<file path="src/rlsp_pkg.sv">
// Purpose: shared constants for the reset and link status pin block
// Assumes: 20 MHz clock, one clock domain
// Notes: long hold count is a top-level parameter default
package rlsp_pkg;
    // ------------------------------------------------------------
    // timing
    // ------------------------------------------------------------
    localparam int unsigned RLSP_CLK_HZ = 20000000;
    localparam int unsigned RLSP_HOLD_MS = 50;
    localparam int unsigned RLSP_HOLD_CYC = RLSP_CLK_HZ / 1000 * RLSP_HOLD_MS;
    localparam int unsigned RLSP_RESET_MAX_CYC = 10;
    localparam int unsigned RLSP_CNT_W = 21;
    // ------------------------------------------------------------
    // polarity detection
    // ------------------------------------------------------------
    localparam logic [3:0] RLSP_REV_PULSES = 4'h7;
    localparam logic [3:0] RLSP_REV_PACKETS = 4'h3;
    // ------------------------------------------------------------
    // reset values
    // ------------------------------------------------------------
    localparam logic RLSP_START_RST = 1'b0;
    typedef enum logic [1:0] {RLSP_PIN_UNKNOWN, RLSP_PIN_OUT, RLSP_PIN_IN}
        rlsp_pin_role_t;
endpackage : rlsp_pkg

</file>
<file path="src/rlsp_stretch.sv">
// Purpose: stretch an event pulse into a long hold level
// Assumes: event is synchronous to clk
// Notes: a new event restarts the hold
`timescale 1ns/10ps
`default_nettype none
module rlsp_stretch
    import rlsp_pkg::*;
#(
    parameter logic [RLSP_CNT_W-1:0] HOLD = RLSP_CNT_W'(RLSP_HOLD_CYC)
)
(
    input wire logic clk,
    input wire logic reset_n,
    input wire logic event_in,
    output logic active_q
);
    logic [RLSP_CNT_W-1:0] cnt_q;

    // ------------------------------------------------------------
    // hold counter
    // ------------------------------------------------------------
    // restart on every event so bursts keep the output high
    always_ff @(posedge clk or negedge reset_n)
    begin
        if (!reset_n)
        begin
            cnt_q <= '0;
            active_q <= 1'b0;
        end
        else if (event_in)
        begin
            cnt_q <= HOLD - RLSP_CNT_W'(1);
            active_q <= 1'b1;
        end
        else if (cnt_q != '0)
        begin
            cnt_q <= cnt_q - RLSP_CNT_W'(1);
        end
        else
        begin
            active_q <= 1'b0;
        end
    end
endmodule : rlsp_stretch
`default_nettype wire

</file>
<file path="src/rlsp_polarity.sv">
// Purpose: detect reversed receive polarity from consecutive observations
// Assumes: pulse and packet strobes are one-cycle, synchronous to clk
// Notes: once raised the flag stays until reset
`timescale 1ns/10ps
`default_nettype none
module rlsp_polarity
    import rlsp_pkg::*;
(
    input wire logic clk,
    input wire logic reset_n,
    input wire logic link_pulse,
    input wire logic pulse_inverted,
    input wire logic rx_packet,
    input wire logic packet_inverted,
    output logic reversed_q
);
    logic [3:0] pulse_run_q;
    logic [3:0] pkt_run_q;

    // ------------------------------------------------------------
    // consecutive link pulse run
    // ------------------------------------------------------------
    // a correct-polarity pulse breaks the run
    always_ff @(posedge clk or negedge reset_n)
    begin
        if (!reset_n)
            pulse_run_q <= 4'h0;
        else if (link_pulse)
            pulse_run_q <= pulse_inverted ? pulse_run_q + 4'h1 : 4'h0;
    end

    // consecutive packet run
    always_ff @(posedge clk or negedge reset_n)
    begin
        if (!reset_n)
            pkt_run_q <= 4'h0;
        else if (rx_packet)
            pkt_run_q <= packet_inverted ? pkt_run_q + 4'h1 : 4'h0;
    end

    // sticky flag; idle low
    always_ff @(posedge clk or negedge reset_n)
    begin
        if (!reset_n)
            reversed_q <= 1'b0;
        else if (pulse_run_q >= RLSP_REV_PULSES ||
                 pkt_run_q >= RLSP_REV_PACKETS)
            reversed_q <= 1'b1;
    end
endmodule : rlsp_polarity
`default_nettype wire

</file>
<file path="src/rlsp_top.sv">
// Purpose: reset entry, packet hold-off and network status pins
// Assumes: all inputs synchronous to the 20 MHz clock
// Notes: link pin is open drain, enable low while driving
//
// How it works
// - a low reset_n forces every register to its reset state at once.
// - after reset no packet moves until the start bit is set.
// - reset completes at the first clock edge after reset_n is released, however long it was held.
// - the polarity output idles low and rises on inverted runs.
// - transmit activity output holds about 50 ms per transmission.
// - collision activity output holds about 50 ms per collision.
// - the link pin role is captured as reset is released.
// - an open or LED-loaded pin at release becomes an open-drain output.
// - in output role the pin is driven low while the link is good.
// - in output role the driver is off while the link is broken.
// - with the AUI path selected the pin is never driven low.
// - a pin held low at release is an input and disables link checks.
`timescale 1ns/10ps
`default_nettype none
module rlsp_top
    import rlsp_pkg::*;
#(
    parameter logic [RLSP_CNT_W-1:0] HOLD_CYCLES = RLSP_CNT_W'(RLSP_HOLD_CYC)
)
(
    input wire logic clk,
    input wire logic reset_n,
    input wire logic start_command_bit,
    input wire logic interface_select_in,
    input wire logic factory_test_in,
    input wire logic tx_event,
    input wire logic collision_event,
    input wire logic link_intact,
    input wire logic link_pulse,
    input wire logic pulse_inverted,
    input wire logic rx_packet,
    input wire logic packet_inverted,
    input wire logic link_pin_in,
    output logic link_pin_out,
    output logic link_pin_oe_n,
    output logic polarity_reversed_out,
    output logic transmit_activity_out,
    output logic collision_activity_out,
    output logic regs_in_reset,
    output logic packets_enabled,
    output logic link_check_enabled
);
    logic released_q;
    logic started_q;
    rlsp_pin_role_t role_q;
    logic tx_q;
    logic col_q;
    logic rev_q;

    // shared by the pin driver and its check, so both read one decode
    function automatic logic is_out_role(input rlsp_pin_role_t r);
        return r == RLSP_PIN_OUT;
    endfunction : is_out_role

    // ------------------------------------------------------------
    // reset entry
    // ------------------------------------------------------------
    // registers held in reset until first edge after release
    always_ff @(posedge clk or negedge reset_n)
    begin
        if (!reset_n)
        begin
            released_q <= 1'b0;
            regs_in_reset <= 1'b1;
        end
        else
        begin
            released_q <= 1'b1;
            regs_in_reset <= 1'b0;
        end
    end

    // ------------------------------------------------------------
    // packet hold-off
    // ------------------------------------------------------------
    // start is sticky; software cannot withdraw it except by reset
    always_ff @(posedge clk or negedge reset_n)
    begin
        if (!reset_n)
        begin
            started_q <= RLSP_START_RST;
            packets_enabled <= 1'b0;
        end
        else
        begin
            if (start_command_bit)
                started_q <= 1'b1;
            packets_enabled <= started_q || start_command_bit;
        end
    end

    // ------------------------------------------------------------
    // link pin role capture
    // ------------------------------------------------------------
    // sampled at first clock after release; async reset takes constant
    always_ff @(posedge clk or negedge reset_n)
    begin
        if (!reset_n)
            role_q <= RLSP_PIN_UNKNOWN;
        else if (!released_q)
            role_q <= link_pin_in ? RLSP_PIN_OUT : RLSP_PIN_IN;
    end

    // link check enable follows role
    always_ff @(posedge clk or negedge reset_n)
    begin
        if (!reset_n)
            link_check_enabled <= 1'b1;
        else if (!released_q)
            link_check_enabled <= link_pin_in;
    end

    // ------------------------------------------------------------
    // open-drain drive
    // ------------------------------------------------------------
    // driver off until role is known so a strap is never fought
    always_ff @(posedge clk or negedge reset_n)
    begin
        if (!reset_n)
        begin
            link_pin_out <= 1'b0;
            link_pin_oe_n <= 1'b1;
        end
        else
        begin
            link_pin_out <= 1'b0;
            link_pin_oe_n <= !(is_out_role(role_q) && link_intact &&
                               !interface_select_in);
        end
    end

    // ------------------------------------------------------------
    // activity stretchers and polarity
    // ------------------------------------------------------------
    rlsp_stretch #(.HOLD(HOLD_CYCLES)) u_tx_stretch
    (
        .clk(clk),
        .reset_n(reset_n),
        .event_in(tx_event),
        .active_q(tx_q)
    );

    rlsp_stretch #(.HOLD(HOLD_CYCLES)) u_col_stretch
    (
        .clk(clk),
        .reset_n(reset_n),
        .event_in(collision_event),
        .active_q(col_q)
    );

    rlsp_polarity u_polarity
    (
        .clk(clk),
        .reset_n(reset_n),
        .link_pulse(link_pulse),
        .pulse_inverted(pulse_inverted),
        .rx_packet(rx_packet),
        .packet_inverted(packet_inverted),
        .reversed_q(rev_q)
    );

    // register outputs; factory test input has no effect here
    always_ff @(posedge clk or negedge reset_n)
    begin
        if (!reset_n)
        begin
            transmit_activity_out <= 1'b0;
            collision_activity_out <= 1'b0;
            polarity_reversed_out <= 1'b0;
        end
        else
        begin
            transmit_activity_out <= tx_q;
            collision_activity_out <= col_q;
            polarity_reversed_out <= rev_q;
        end
    end
endmodule : rlsp_top
`default_nettype wire

</file>
<file path="config.mk">
export PLATFORM = sky130hd
export DESIGN_NAME = rlsp_top
export DESIGN_NICKNAME = d
export VERILOG_FILES = /design/src/rlsp_pkg.sv /design/src/rlsp_stretch.sv /design/src/rlsp_polarity.sv /design/src/rlsp_top.sv
export SDC_FILE = /design/constraint.sdc
export NUM_CORES = 1
export LEC_CHECK = 0
export BUFFER_PORTS_ARGS = -buffer_cell sky130_fd_sc_hd__clkbuf_2
export CAP_MARGIN = 20
export CORE_MARGIN = 2
export CORE_UTILIZATION = 56
export DETAILED_ROUTE_END_ITERATION = 12
export PLACE_DENSITY = 0.85
export SYNTH_ARGS = -nofsm -noshare
export SYNTH_HDL_FRONTEND = slang
export SYNTH_SLANG_ARGS = --single-unit
</file>
<file path="constraint.sdc">
create_clock -name clk -period 2.46 [get_ports clk]
set_input_delay 0.369 -clock clk [delete_from_list [all_inputs] [get_ports clk]]
set_output_delay 0.369 -clock clk [all_outputs]
set_load 0.02 [all_outputs]
</file>
* Yosys cells after proc, flatten, opt, wreduce, memory -nomap -nowiden *
Index checks and enable logic that the tools add are counted.

cells by class
  add/sub/neg operators = 4
  $mul = 0
  div/mod/pow operators = 0
  order comparisons = 2
  eq/ne operators = 3
  shifts and indexed selects = 0
  muxes and demuxes = 11
  bitwise gates (word level) = 0
  reduce and logical (&&, ||, !) cells = 10

operators by type and width
  kind                                                                                  count
  21-bit two-way mux                                                                    4
  21-bit nonzero test                                                                   2
  21-bit by 1-bit subtractor with 21-bit output (second input constant)                 2
  4-bit by 1-bit adder with 4-bit output (second input constant)                        2
  4-bit two-way mux                                                                     2
  4-bit by 2-bit greater-or-equal comparator with 1-bit output (second input constant)  1
  4-bit by 3-bit greater-or-equal comparator with 1-bit output (second input constant)  1
  1-bit two-way mux                                                                     4
  2-bit inequality test (second input constant)                                         2
  2-bit nonzero test                                                                    2
  2-bit by 1-bit equality test with 1-bit output (second input constant)                1
  1-bit logical AND                                                                     2
  1-bit zero test                                                                       2
  1-bit logical OR                                                                      2
  2-bit two-way mux                                                                     1

storage, ports and cells
  register bits after elaboration = 64
  bits in latches = 0
  RAM bits = 0
  memory bits (read-only) = 0
  bits of input ports = 13
  output and inout port bits = 8
  logic and storage cells = 47
  memories kept = 0

* Logic depth before layout (Yosys ltp) *
Gate-level depths: netlist of run 1.

  word-level depth = 4
  gate-level depth with buffers = 8
  depth with buffers taken out = 6

* Modules after synthesis *
A second synthesis of run 1 with hierarchy kept.

unflattened totals
  cells, all modules = 345
  area total of the unflattened synthesis = 3472.1 um2

by module, submodules not included
  module         instances  cells each  area an instance (um2)
  rlsp_stretch   2          139         1347.5
  rlsp_polarity  1          43          429.2
  rlsp_top       1          24          347.8

* Worst setup path before layout of run 1 *
OpenSTA, ideal clock, no wires.

  path kind = reg-to-reg
  start point = register u_col_stretch.cnt_q[0]
  end point = register u_col_stretch.cnt_q[15]
  library setup time = 128 ps
  data arrival time = 1829 ps
  required time = 2332 ps
  setup slack = 503 ps
  cell stages (with the launch flop) = 8
  path buffers = 1
  period minus slack after synthesis = 1957 ps
  path through = dfrtp_1 > inv_1 > ha_1 > nor4b_2 > and3_1 > buf_6 > a2111oi_2 > mux2_1

between the ends
  word-level cells in the longest chain between the ends = 3

RTL lines
  what                                           RTL line            text
  from (decl)                                    rlsp_stretch.sv:17  logic [RLSP_CNT_W-1:0] cnt_q;
  from (signal assigned)                         rlsp_stretch.sv:32  cnt_q <= HOLD - RLSP_CNT_W'(1);
  from (signal assigned)                         rlsp_stretch.sv:37  cnt_q <= cnt_q - RLSP_CNT_W'(1);
  21-bit by 1-bit subtractor with 21-bit output  rlsp_stretch.sv:37
  21-bit two-way mux                             rlsp_stretch.sv:35  else if (cnt_q != '0)
  21-bit two-way mux                             rlsp_stretch.sv:30  else if (event_in)

Parallel ways exist; a longest one is shown, timed or not. The select of a mux whose other input is x is not followed.
A chain may end at the register's enable or synchronous reset.

* Worst setup path after layout of run 1 *
  start point = register u_col_stretch.cnt_q[0]
  end point = register u_col_stretch.cnt_q[20]

Same word-level chain as after synthesis.

==> results of run 1 <==
per-layer routing:
layer	global-route usage, %	vias to the layer above	routed length, um
met5	0	-	0
met4	10.4	0	121
met3	5.27	13	290
met2	32.6	84	3270
met1	26.5	1327	3000
li1	-	1304	-
cell type report:
class                           count  area (um^2)  area share [%]
Clock inverter                      7          120            3.09
Sequential cell                    64         1610            41.3
Tap cell                           75         93.8            2.41
Multi-Input combinational cell    258         1770            45.5
Clock buffer                        9          124            3.19
Inverter                           13         48.8            1.25
Timing Repair Buffer               23          128            3.28
metrics by stage:
stage	instances	setup slack (ns)	power, W
2_1_floorplan	349	0.503	0.00121
6_report	449	0.251	0.00235
4_1_cts	449	0.140	0.00237
3_3_place_gp	433	0.275	0.00126
5_1_grt	449	0.0550	0.00245
3_5_place_dp	433	0.201	0.00127
state kept, by name, summed over array words and instances (netlist names), 2 cells and up:
name,cells
u_polarity.pulse_run_q,4
role_q,2
u_tx_stretch.cnt_q,21
u_col_stretch.cnt_q,21
u_polarity.pkt_run_q,4
power by group through the flow:
| stage | registers (W) | logic, W | clock network [W] |
|---|---|---|---|
| floorplan | 0.00114 | 0.0000787 | 0 |
| global placement | 0.00114 | 0.000126 | 0 |
| detailed placement | 0.00114 | 0.000134 | 0 |
| CTS | 0.00112 | 0.000135 | 0.00112 |
| global route | 0.00112 | 0.000154 | 0.00117 |
| finish | 0.00112 | 0.000132 | 0.00109 |
logic make-up after synthesis:
| family | share of synthesized area (%) |
|---|---|
| other cells | 0.214 |
| fa+ha+maj | 2.14 |
| mux | 7.52 |
| compound gates | 13.4 |
| flops | 45.8 |
| xor+xnor | 0.250 |
| simple gates | 26.7 |
| buf+inv | 3.99 |
layout by cell type, fill, tap and decap left out, types with 9 or more instances in the layout:
| cell | count |
|---|---|
| nor2_1 | 35 |
| nand3_1 | 9 |
| inv_1 | 13 |
| o21ai_0 | 13 |
| a211oi_1 | 9 |
| dfrtp_1 | 61 |
| a21oi_1 | 18 |
| nor4_1 | 10 |
| clkbuf_2 | 18 |
| nor2b_1 | 23 |
| nand2_1 | 23 |
| mux2i_1 | 14 |
| clkbuf_8 | 9 |
final timing paths:
path                                                  end  cells after the start
worst max-delay path              u_col_stretch.cnt_q[20]                      6
worst min-delay path               u_tx_stretch.cnt_q[11]                      2
worst max register to register    u_col_stretch.cnt_q[20]                      6
worst min register to register      transmit_activity_out                      0
max in group asynchronous       u_polarity.pulse_run_q[1]                      2
min in group clk                            link_pin_oe_n                      2
critical path: cells and delay by family, from the launching register on:
kind,cells,cell delay (ns)
adders and majority gates,1,0.24
AOI/OAI and AO/OA,1,0.15
DFF,1,0.46
and+or+nand+nor,3,1.14
buffers and inverters,1,0.14
==> results.md, run 1 <==
- Worst hold path class: input port to asynchronous set/reset pin
- Setup bufs post-CTS: 0
- Register bit total from synthesis: 64
- Global route overflow: 0
- Post-Syn Instances: 348
- Largest area contributor in the netlist: dfrtp_1
- Combinational Power Share: 5.6%
- Clock Skew: 0.00926 ns
- WL/cell: 14.9 um
- Crit-path max FO: 5
- Slowest Stage Delay on Critical Path: 0.48 ns
- DIE HEIGHT: 83.2 um
- Root Driver: clkbuf_8
- Area contributors post-synth: dfrtp_1 (44%), nor2b_1 (4.1%), mux2i_1 (4.0%)
- Tot GR Track Use: 20.7%
- First-pass GRT wire length: 11800 um
- Post-route ant nets: 0
- Final Hold Vio Count: 0
- P per Cell Area: 603 mW/mm^2
- Clock Path Buffers: 2
- Total negative slack: 0 ns
- CP startpoint: u_col_stretch.cnt_q[0]
- Hold_buf cts: 0
- Number of global-route vias before repair: 2690
- NetSw: 0.000540 W
- Fin. max-slew vios: 0
- Synth Warn #: 0
- R2r startpoint: u_col_stretch.cnt_q[0]
- Starting density of the core: 58.6%
- Die Wd: 83.2 um
- Reg2Reg Setup Slack: 0.25 ns
- Leakage: 1.46 nW
- Placed inst area: 0.00364 mm^2
- Syn_area_per_cell: 10.1 um^2
- Ant diodes: 0
- Count leader, synth: dfrtp_1
- Layout cells sized above 1: 19.5%
- Layout area overhead: 10.8%
- H-tree levels: 3
- Sw frac: 23.0%
- Post-synthesis sequential area ratio: 45.8%
- Mapped Area: 0.00351 mm^2
- Critical Path Slowest Stage Cell: or4_1
- Startpoint types: flop
- CORE AREA: 0.00599 mm^2
- Share of the synthesized area in the top cell type: 43.5%
- Most frequent cells after synthesis: dfrtp_1 (61), nor2_1 (35), nand2_1 (23), nor2b_1 (23), a21oi_1 (18)
- Num CTS Buffers: 9
- Critical setup path kind: flop to flop
- WHS: 0.185 ns
- Critical path data required time: 2.72 ns
- I/O pins: 21
- Netlist cell types: 58
- Row cnt: 28
- Largest net degree at the start of global routing: 65
- RSZ-0062 raised after global routing: false
- Drt initial violations: 313
- Final #Nets: 388
- Max-cap violations: 0
- IO Port Bufs: 18
- Core Util, Final: 64.9%
- Drt pass-1 iters: 4
- DP HPWL: 4380 um
- Initial antenna violation count: 0
- Vias after detailed routing: 2728
- Post-synth EDFFs: 0
- Setup violations, final: 0
- Reg clk slew, reported paths: 0.07 ns
- CTS tree: yes
- DRC violations left: 0
- Final WL: 6680 um
- GPL Wtd Cong: 0.795
- CP Cell Sequence: inv_1, ha_1, nor3b_1, nand4_1, or4_1, a21oi_1
- Critical Path End Type: flop
- CTS sink count: 64
- Crit path DAT: 2.47 ns
- Worst VDD drop: 0.000396 V
- FILL cells: 446
- Slew headroom: 46.9%
- Final Cycle Share: 89.8%
- Die ar.: 0.00691 mm^2
- Cell Int Power: 0.00181 W
- Clock power share: 46.6%
- Final worst path period need: 2.21 ns
- Post-route cell area: 0.00389 mm^2
- Outcome: finished clean
- Clock Latency Late Sink: 0.34 ns
- Cts repair resizes: 0
- Main synth FF type: dfrtp_1
- Worst slew pin tran: 0.796 ns
- Reg power frac: 47.7%
- Post-DR vias/cell: 6.08
- Max Freq: 0.453 GHz
- Ys async rst share: 100%
Note: power is estimated with default switching activity, not from simulation.
==> run 2: changes to the inputs <==
--- a/config.mk
+++ b/config.mk
@@ -10,7 +10,7 @@
 export CORE_MARGIN = 2
 export CORE_UTILIZATION = 56
 export DETAILED_ROUTE_END_ITERATION = 12
-export PLACE_DENSITY = 0.85
+export PLACE_DENSITY_LB_ADDON = 0.05
 export SYNTH_ARGS = -nofsm -noshare
 export SYNTH_HDL_FRONTEND = slang
 export SYNTH_SLANG_ARGS = --single-unit
==> run 2 against run 1 <==
Compared with the run above: core utilization shrank 0.33 points; via count shrank 2.4%; die area is the same; clock-buffer cell count grew 4; cell count grew 0.45%; setup slack lost 0.013 ns; hold slack lost 0.18 ns; routed wire length shrank 2.2%; critical path type unchanged.
==> results.md, run 2 (synthesis results as in run 1) <==
- CP Cell Sequence: inv_1, ha_1, nor4b_1, and3_1, a211oi_1, mux2_2 (was inv_1, ha_1, nor3b_1, nand4_1, or4_1, a21oi_1)
- Slew headroom: 55.6% (was 46.9%)
- Setup violations, final: 0 (unchanged)
- Critical Path Slowest Stage Cell: and3_1 (was or4_1)
- Post-DR vias/cell: 5.90 (was 6.08)
- I/O pins: 21 (unchanged)
- Reg2Reg Setup Slack: 0.24 ns (was 0.25 ns)
- R2R Path End: u_tx_stretch.cnt_q[11] (was u_col_stretch.cnt_q[20])
- IO Port Bufs: 18 (unchanged)
- Tot GR Track Use: 20.3% (was 20.7%)
- Clock Path Buffers: 2 (unchanged)
- Post-route ant nets: 0 (unchanged)
- Crit-path max FO: 15 (was 5)
- Largest delay share family, worst path: simple AND/OR/NAND/NOR gates (unchanged)
- Ant diodes: 0 (unchanged)
- Drt pass-1 iters: 4 (unchanged)
- CORE AREA: 0.00599 mm^2 (unchanged)
- Worst VDD drop: 0.000395 V (was 0.000396 V)
- Worst-case reg-to-reg path depth: 6 (unchanged)
- Final worst path period need: 2.22 ns (was 2.21 ns)
- Cts repair resizes: 0 (unchanged)
- GPL Wtd Cong: 0.806 (was 0.795)
- Crit path DAT: 2.44 ns (was 2.47 ns)
- Cells after DPL: 435 (was 433)
- DP HPWL: 4490 um (was 4380 um)
- First-pass GRT wire length: 11600 um (was 11800 um)
- P per Cell Area: 561 mW/mm^2 (was 603 mW/mm^2)
- R2r startpoint: u_tx_stretch.cnt_q[0] (was u_col_stretch.cnt_q[0])
- Final #Nets: 390 (was 388)
- Largest net degree at the start of global routing: 37 (was 65)
- Critical path data required time: 2.68 ns (was 2.72 ns)
- Num CTS Buffers: 9 (unchanged)
- CTS tree: yes (unchanged)
- Global route overflow: 0 (unchanged)
- Clock Latency Late Sink: 0.34 ns (about the same)
- Row cnt: 28 (unchanged)
- FILL cells: 498 (was 446)
- Startpoint types: flop (unchanged)
- WP buf/inv: 1 (unchanged)
- Critical setup path kind: flop to flop (unchanged)
- Final Hold Vio Count: 0 (unchanged)
- Top Registers: u_col_stretch.cnt_q x21, u_tx_stretch.cnt_q x21 (unchanged)
- Drt initial violations: 134 (was 313)
- Slowest Stage Delay on Critical Path: 0.56 ns (was 0.48 ns)
- Max-cap violations: 0 (unchanged)
- Layout cells sized above 1: 18.9% (was 19.5%)
- Die ar.: 0.00691 mm^2 (unchanged)
- Hold_buf cts: 0 (unchanged)
- Commonest cells after routing, fill and taps aside: dfrtp_1 (61), nor2_1 (35), nor2b_1 (23), nand2_1 (23), a21oi_1 (18) (was dfrtp_1 (61), nor2_1 (35), nor2b_1 (23), nand2_1 (23))
- Most common cell after layout, fill and taps aside: dfrtp_1 (unchanged)
- Critical Path End Type: flop (unchanged)
- Leakage: 1.46 nW (about the same)
- Worst hold path class: input port to asynchronous set/reset pin (unchanged)
- RSZ-0062 raised after global routing: false (unchanged)
- Setup bufs post-CTS: 0 (unchanged)
- Root Driver: clkbuf_8 (unchanged)
- Initial antenna violation count: 0 (unchanged)
- Outcome: finished clean (unchanged)
- Starting density of the core: 58.6% (unchanged)
- Clock Skew: 0.0109 ns (was 0.00926 ns)
- DRC violations left: 0 (unchanged)
- Reg clk slew, reported paths: 0.07 ns (about the same)
- DIE HEIGHT: 83.2 um (unchanged)
- Fin. max-slew vios: 0 (unchanged)
- Worst slew pin tran: 0.666 ns (was 0.796 ns)
- Final Cycle Share: 90.3% (was 89.8%)
- Final WL: 6530 um (was 6680 um)
- Die Wd: 83.2 um (unchanged)
- Max Freq: 0.450 GHz (was 0.453 GHz)
- Layout area overhead: 10.3% (was 10.8%)
- WL/cell: 14.5 um (was 14.9 um)
- H-tree levels: 3 (unchanged)
- Total negative slack: 0 ns (unchanged)
- Final non-filler cell total: 451 (was 449)
- CTS sink count: 64 (unchanged)
- Vias after detailed routing: 2662 (was 2728)
- Number of global-route vias before repair: 2586 (was 2690)
[run 2: worst max path at each step]
stage | startpoint | to | slack, ns | depth (start not counted)
global route | u_tx_stretch.cnt_q[0] | u_tx_stretch.cnt_q[12] | 0.03 | 6
floorplan | u_col_stretch.cnt_q[0] | u_col_stretch.cnt_q[15] | 0.50 | 7
detailed placement | u_col_stretch.cnt_q[0] | u_col_stretch.cnt_q[6] | 0.26 | 7
finish | u_tx_stretch.cnt_q[0] | u_tx_stretch.cnt_q[11] | 0.24 | 6
CTS | u_tx_stretch.cnt_q[0] | u_tx_stretch.cnt_q[11] | 0.24 | 6
global placement | u_col_stretch.cnt_q[0] | u_col_stretch.cnt_q[6] | 0.32 | 7
[run 2: stage by stage]
step,cell area [um^2],hold slack (ns),utilization (%),worst slack [ns],total power (W)
floorplan,3510,0.0734,-,0.503,0.00121
global placement,3670,0.364,61.3,0.315,0.00127
detailed placement,3670,0.369,61.3,0.257,0.00127
CTS,3870,0.0114,64.6,0.242,0.00220
global route,3870,0.0406,64.6,0.0339,0.00228
finish,3870,0.00655,64.6,0.238,0.00217
[run 2: cell type report]
cell class	instances	area [um^2]	share of cell area [%]
well taps	75	93.8	2.43
clock buffers	13	159	4.11
flip-flops and latches	64	1610	41.5
repair buffers	25	155	4.01
multi-input cells	258	1770	45.7
inverters	13	48.8	1.26
clock inverters	3	40.0	1.03
[run 2: where the power goes]
part / total, W / internal, W / switching, W
Combinational: 0.000134 / 0.0000497 / 0.0000846
Clock: 0.000917 / 0.000521 / 0.000395
Sequential: 0.00112 / 0.00109 / 0.0000340
Total: 0.00217 / 0.00166 / 0.000514
[run 2: per-layer routing]
metal | track usage [%] | vias up | part of all wire (%)
met5 | 0 | - | 0
met4 | 7.90 | 0 | 1.7
met3 | 4.08 | 13 | 3.4
met2 | 30.9 | 49 | 46
met1 | 28.7 | 1290 | 49
li1 | - | 1310 | -
==> run 3: changes to the inputs <==
--- a/config.mk
+++ b/config.mk
@@ -13,4 +13,5 @@
 export PLACE_DENSITY_LB_ADDON = 0.05
 export SYNTH_ARGS = -nofsm -noshare
 export SYNTH_HDL_FRONTEND = slang
+export SYNTH_HIERARCHICAL = 1
 export SYNTH_SLANG_ARGS = --single-unit
==> run 3 against run 2 <==
Compared with the run above: cell area increased by 0.81%; cell count increased by 0.44%; clock power increased by 20%; critical path depth decreased by 2; global-route usage increased by 0.85 points; largest cell class unchanged; largest power group unchanged.
==> results.md, run 3 <==
- Starting density of the core: 58.3% (was 58.6%)
- Clock Latency Late Sink: 0.33 ns (was 0.34 ns)
- Critical Path End Type: flop (unchanged)
- Leakage: 1.52 nW (was 1.46 nW)
- Post-route ant nets: 0 (unchanged)
- Drt pass-1 iters: 4 (unchanged)
- CORE AREA: 0.00596 mm^2 (was 0.00599 mm^2)
- Commonest cells after routing, fill and taps aside: dfrtp_1 (61), nor2_1 (34), nand2_1 (23) (was dfrtp_1 (61), nor2_1 (35), nor2b_1 (23), nand2_1 (23), a21oi_1 (18))
- Final Hold Vio Count: 0 (unchanged)
- Tot GR Track Use: 21.2% (was 20.3%)
- Register area: 0.00161 mm^2 (unchanged)
- Area contributors post-synth: dfrtp_1 (44%), mux2i_1 (5.5%), nor2b_1 (3.8%) (was dfrtp_1 (44%), nor2b_1 (4.1%), mux2i_1 (4.0%))
- Hold_buf cts: 0 (unchanged)
- Max Freq: 0.451 GHz (was 0.450 GHz)
- Largest area contributor in the netlist: dfrtp_1 (unchanged)
- Final WL: 6530 um (about the same)
- WHS: 0.0116 ns (was 0.00655 ns)
- Global route overflow: 0 (unchanged)
- Crit path DAT: 2.40 ns (was 2.44 ns)
- Initial antenna violation count: 0 (unchanged)
- Synth Warn #: 6 (was 0)
- Netlist cell types: 51 (was 58)
- Drt initial violations: 123 (was 134)
- Clock Skew: 0.00550 ns (was 0.0109 ns)
- Reg clk slew, reported paths: 0.07 ns (about the same)
- Top Registers: u_col_stretch/cnt_q x21, u_tx_stretch/cnt_q x21 (was u_col_stretch.cnt_q x21, u_tx_stretch.cnt_q x21)
- Row cnt: 28 (unchanged)
- Layout area overhead: 12.3% (was 10.3%)
- DRC violations left: 0 (unchanged)
- Total negative slack: 0 ns (unchanged)
- Critical setup path kind: flop to flop (unchanged)
- Mapped Area: 0.00347 mm^2 (was 0.00351 mm^2)
- Most common cell after layout, fill and taps aside: dfrtp_1 (unchanged)
- Ant diodes: 0 (unchanged)
- Post-synth EDFFs: 0 (unchanged)
- Die Wd: 82.7 um (was 83.2 um)
- Final #Nets: 392 (was 390)
- Setup violations, final: 0 (unchanged)
- GPL Wtd Cong: 0.779 (was 0.806)
- Startpoint types: flop (unchanged)
- CTS tree: yes (unchanged)
- FILL cells: 501 (was 498)
- Worst hold path class: input port to asynchronous set/reset pin (unchanged)
- RSZ-0062 raised after global routing: false (unchanged)
- Register bit total from synthesis: 64 (unchanged)
- Worst slew pin tran: 0.567 ns (was 0.666 ns)
- P per Cell Area: 612 mW/mm^2 (was 561 mW/mm^2)
- Setup bufs post-CTS: 0 (unchanged)
- Main synth FF type: dfrtp_1 (unchanged)
- Final worst path period need: 2.22 ns (about the same)
- H-tree levels: 3 (unchanged)
- Final Cycle Share: 90.1% (was 90.3%)
- DIE HEIGHT: 82.7 um (was 83.2 um)
- Crit-path max FO: 5 (was 15)
- Fin. max-slew vios: 0 (unchanged)
- Outcome: finished clean (unchanged)
- Largest net degree at the start of global routing: 43 (was 37)
- CTS sink count: 64 (unchanged)
- Syn_area_per_cell: 10.1 um^2 (about the same)
- Clock Path Buffers: 2 (unchanged)
- IO Port Bufs: 18 (unchanged)
- DP HPWL: 4530 um (was 4490 um)
- Critical path data required time: 2.65 ns (was 2.68 ns)
- Count leader, synth: dfrtp_1 (unchanged)
- Num CTS Buffers: 9 (unchanged)
- Area occupied by multi-input gates: 0.00174 mm^2 (was 0.00177 mm^2)
- WL/cell: 14.4 um (was 14.5 um)
- Max-cap violations: 0 (unchanged)
- Cts repair resizes: 0 (unchanged)
- Worst VDD drop: 0.000448 V (was 0.000395 V)
- Post-synthesis sequential area ratio: 46.2% (was 45.8%)
- Layout cells sized above 1: 18.0% (was 18.9%)
- Slew headroom: 61.2% (was 55.6%)
- Root Driver: clkbuf_8 (unchanged)
- Ys async rst share: 100% (unchanged)
- Vias after detailed routing: 2699 (was 2662)
- Post-DR vias/cell: 5.96 (was 5.90)
- I/O pins: 21 (unchanged)
- Share of the synthesized area in the top cell type: 44.0% (was 43.5%)
- Number of global-route vias before repair: 2465 (was 2586)
- Most frequent cells after synthesis: dfrtp_1 (61), nor2_1 (34), nand2_1 (23) (was dfrtp_1 (61), nor2_1 (35), nand2_1 (23), nor2b_1 (23), a21oi_1 (18))
- Post-Syn Instances: 345 (was 348)
- Die ar.: 0.00685 mm^2 (was 0.00691 mm^2)
- First-pass GRT wire length: 11100 um (was 11600 um)
run 3: final cells by class:
cell class | instances | area share, %
clock buffers | 11 | 3.63
well taps | 75 | 2.41
repair buffers | 27 | 4.36
clock inverters | 5 | 2.66
inverters | 11 | 1.06
flip-flops and latches | 64 | 41.2
multi-input cells | 260 | 44.7
run 3: routing by layer:
metal  share of wire (%)  GRT usage, %  up-vias
met5                   0             0        -
met4                 1.5          9.02        0
met3                 3.3          4.13       12
met2                  45          31.7       44
met1                  50          30.0     1320
li1                    -             -     1323
run 3: metrics by stage:
stage	util (%)	setup slack, ns	instance area [um^2]	instances	power (W)
CTS	65.5	0.308	3900	453	0.00243
global placement	61.4	0.384	3650	437	0.00130
floorplan	-	0.498	3480	346	0.00124
finish	65.5	0.244	3900	453	0.00239
detailed placement	61.4	0.328	3650	437	0.00131
global route	65.5	0.142	3900	453	0.00250
run 3: kinds of logic after synthesis:
family | Yosys count | share of synthesized area [%]
and+or+nand+nor | 161 | 27.7
AOI/OAI and AO/OA | 65 | 12.6
DFF | 64 | 46.2
muxes | 25 | 7.42
buffers and inverters | 22 | 3.64
adders and majority gates | 6 | 2.16
other | 2 | 0.216
run 3: worst paths after layout:
kind	from	endpoint	slack, ns	cells after the start
max in group asynchronous	reset_n	regs_in_reset	1.79	2
min in group clk	link_intact	link_pin_oe_n	0.22	2
setup reg to reg	u_col_stretch/cnt_q[14]	u_col_stretch/cnt_q[20]	0.24	4
hold / removal	reset_n	role_q[1]	0.01	1
hold reg to reg	u_col_stretch/active_q	collision_activity_out	0.38	0
setup / recovery	u_col_stretch/cnt_q[14]	u_col_stretch/cnt_q[20]	0.24	4
run 3: worst max-delay path: stages (launching register included):
cell and delay [ns]:
dfrtp_1 0.41, or4_4 0.60, or3_2 0.50, o311ai_0 0.43
o41ai_1 0.14
run 3: power by group:
| group | switching (W) | leakage, nW | internal, W | total [W] |
|---|---|---|---|---|
| Sequential | 0.0000348 | 0.712 | 0.00109 | 0.00113 |
| Clock | 0.000395 | 0.124 | 0.000702 | 0.00110 |
| Combinational | 0.000101 | 0.686 | 0.0000659 | 0.000166 |
| Total | 0.000530 | 1.52 | 0.00186 | 0.00239 |
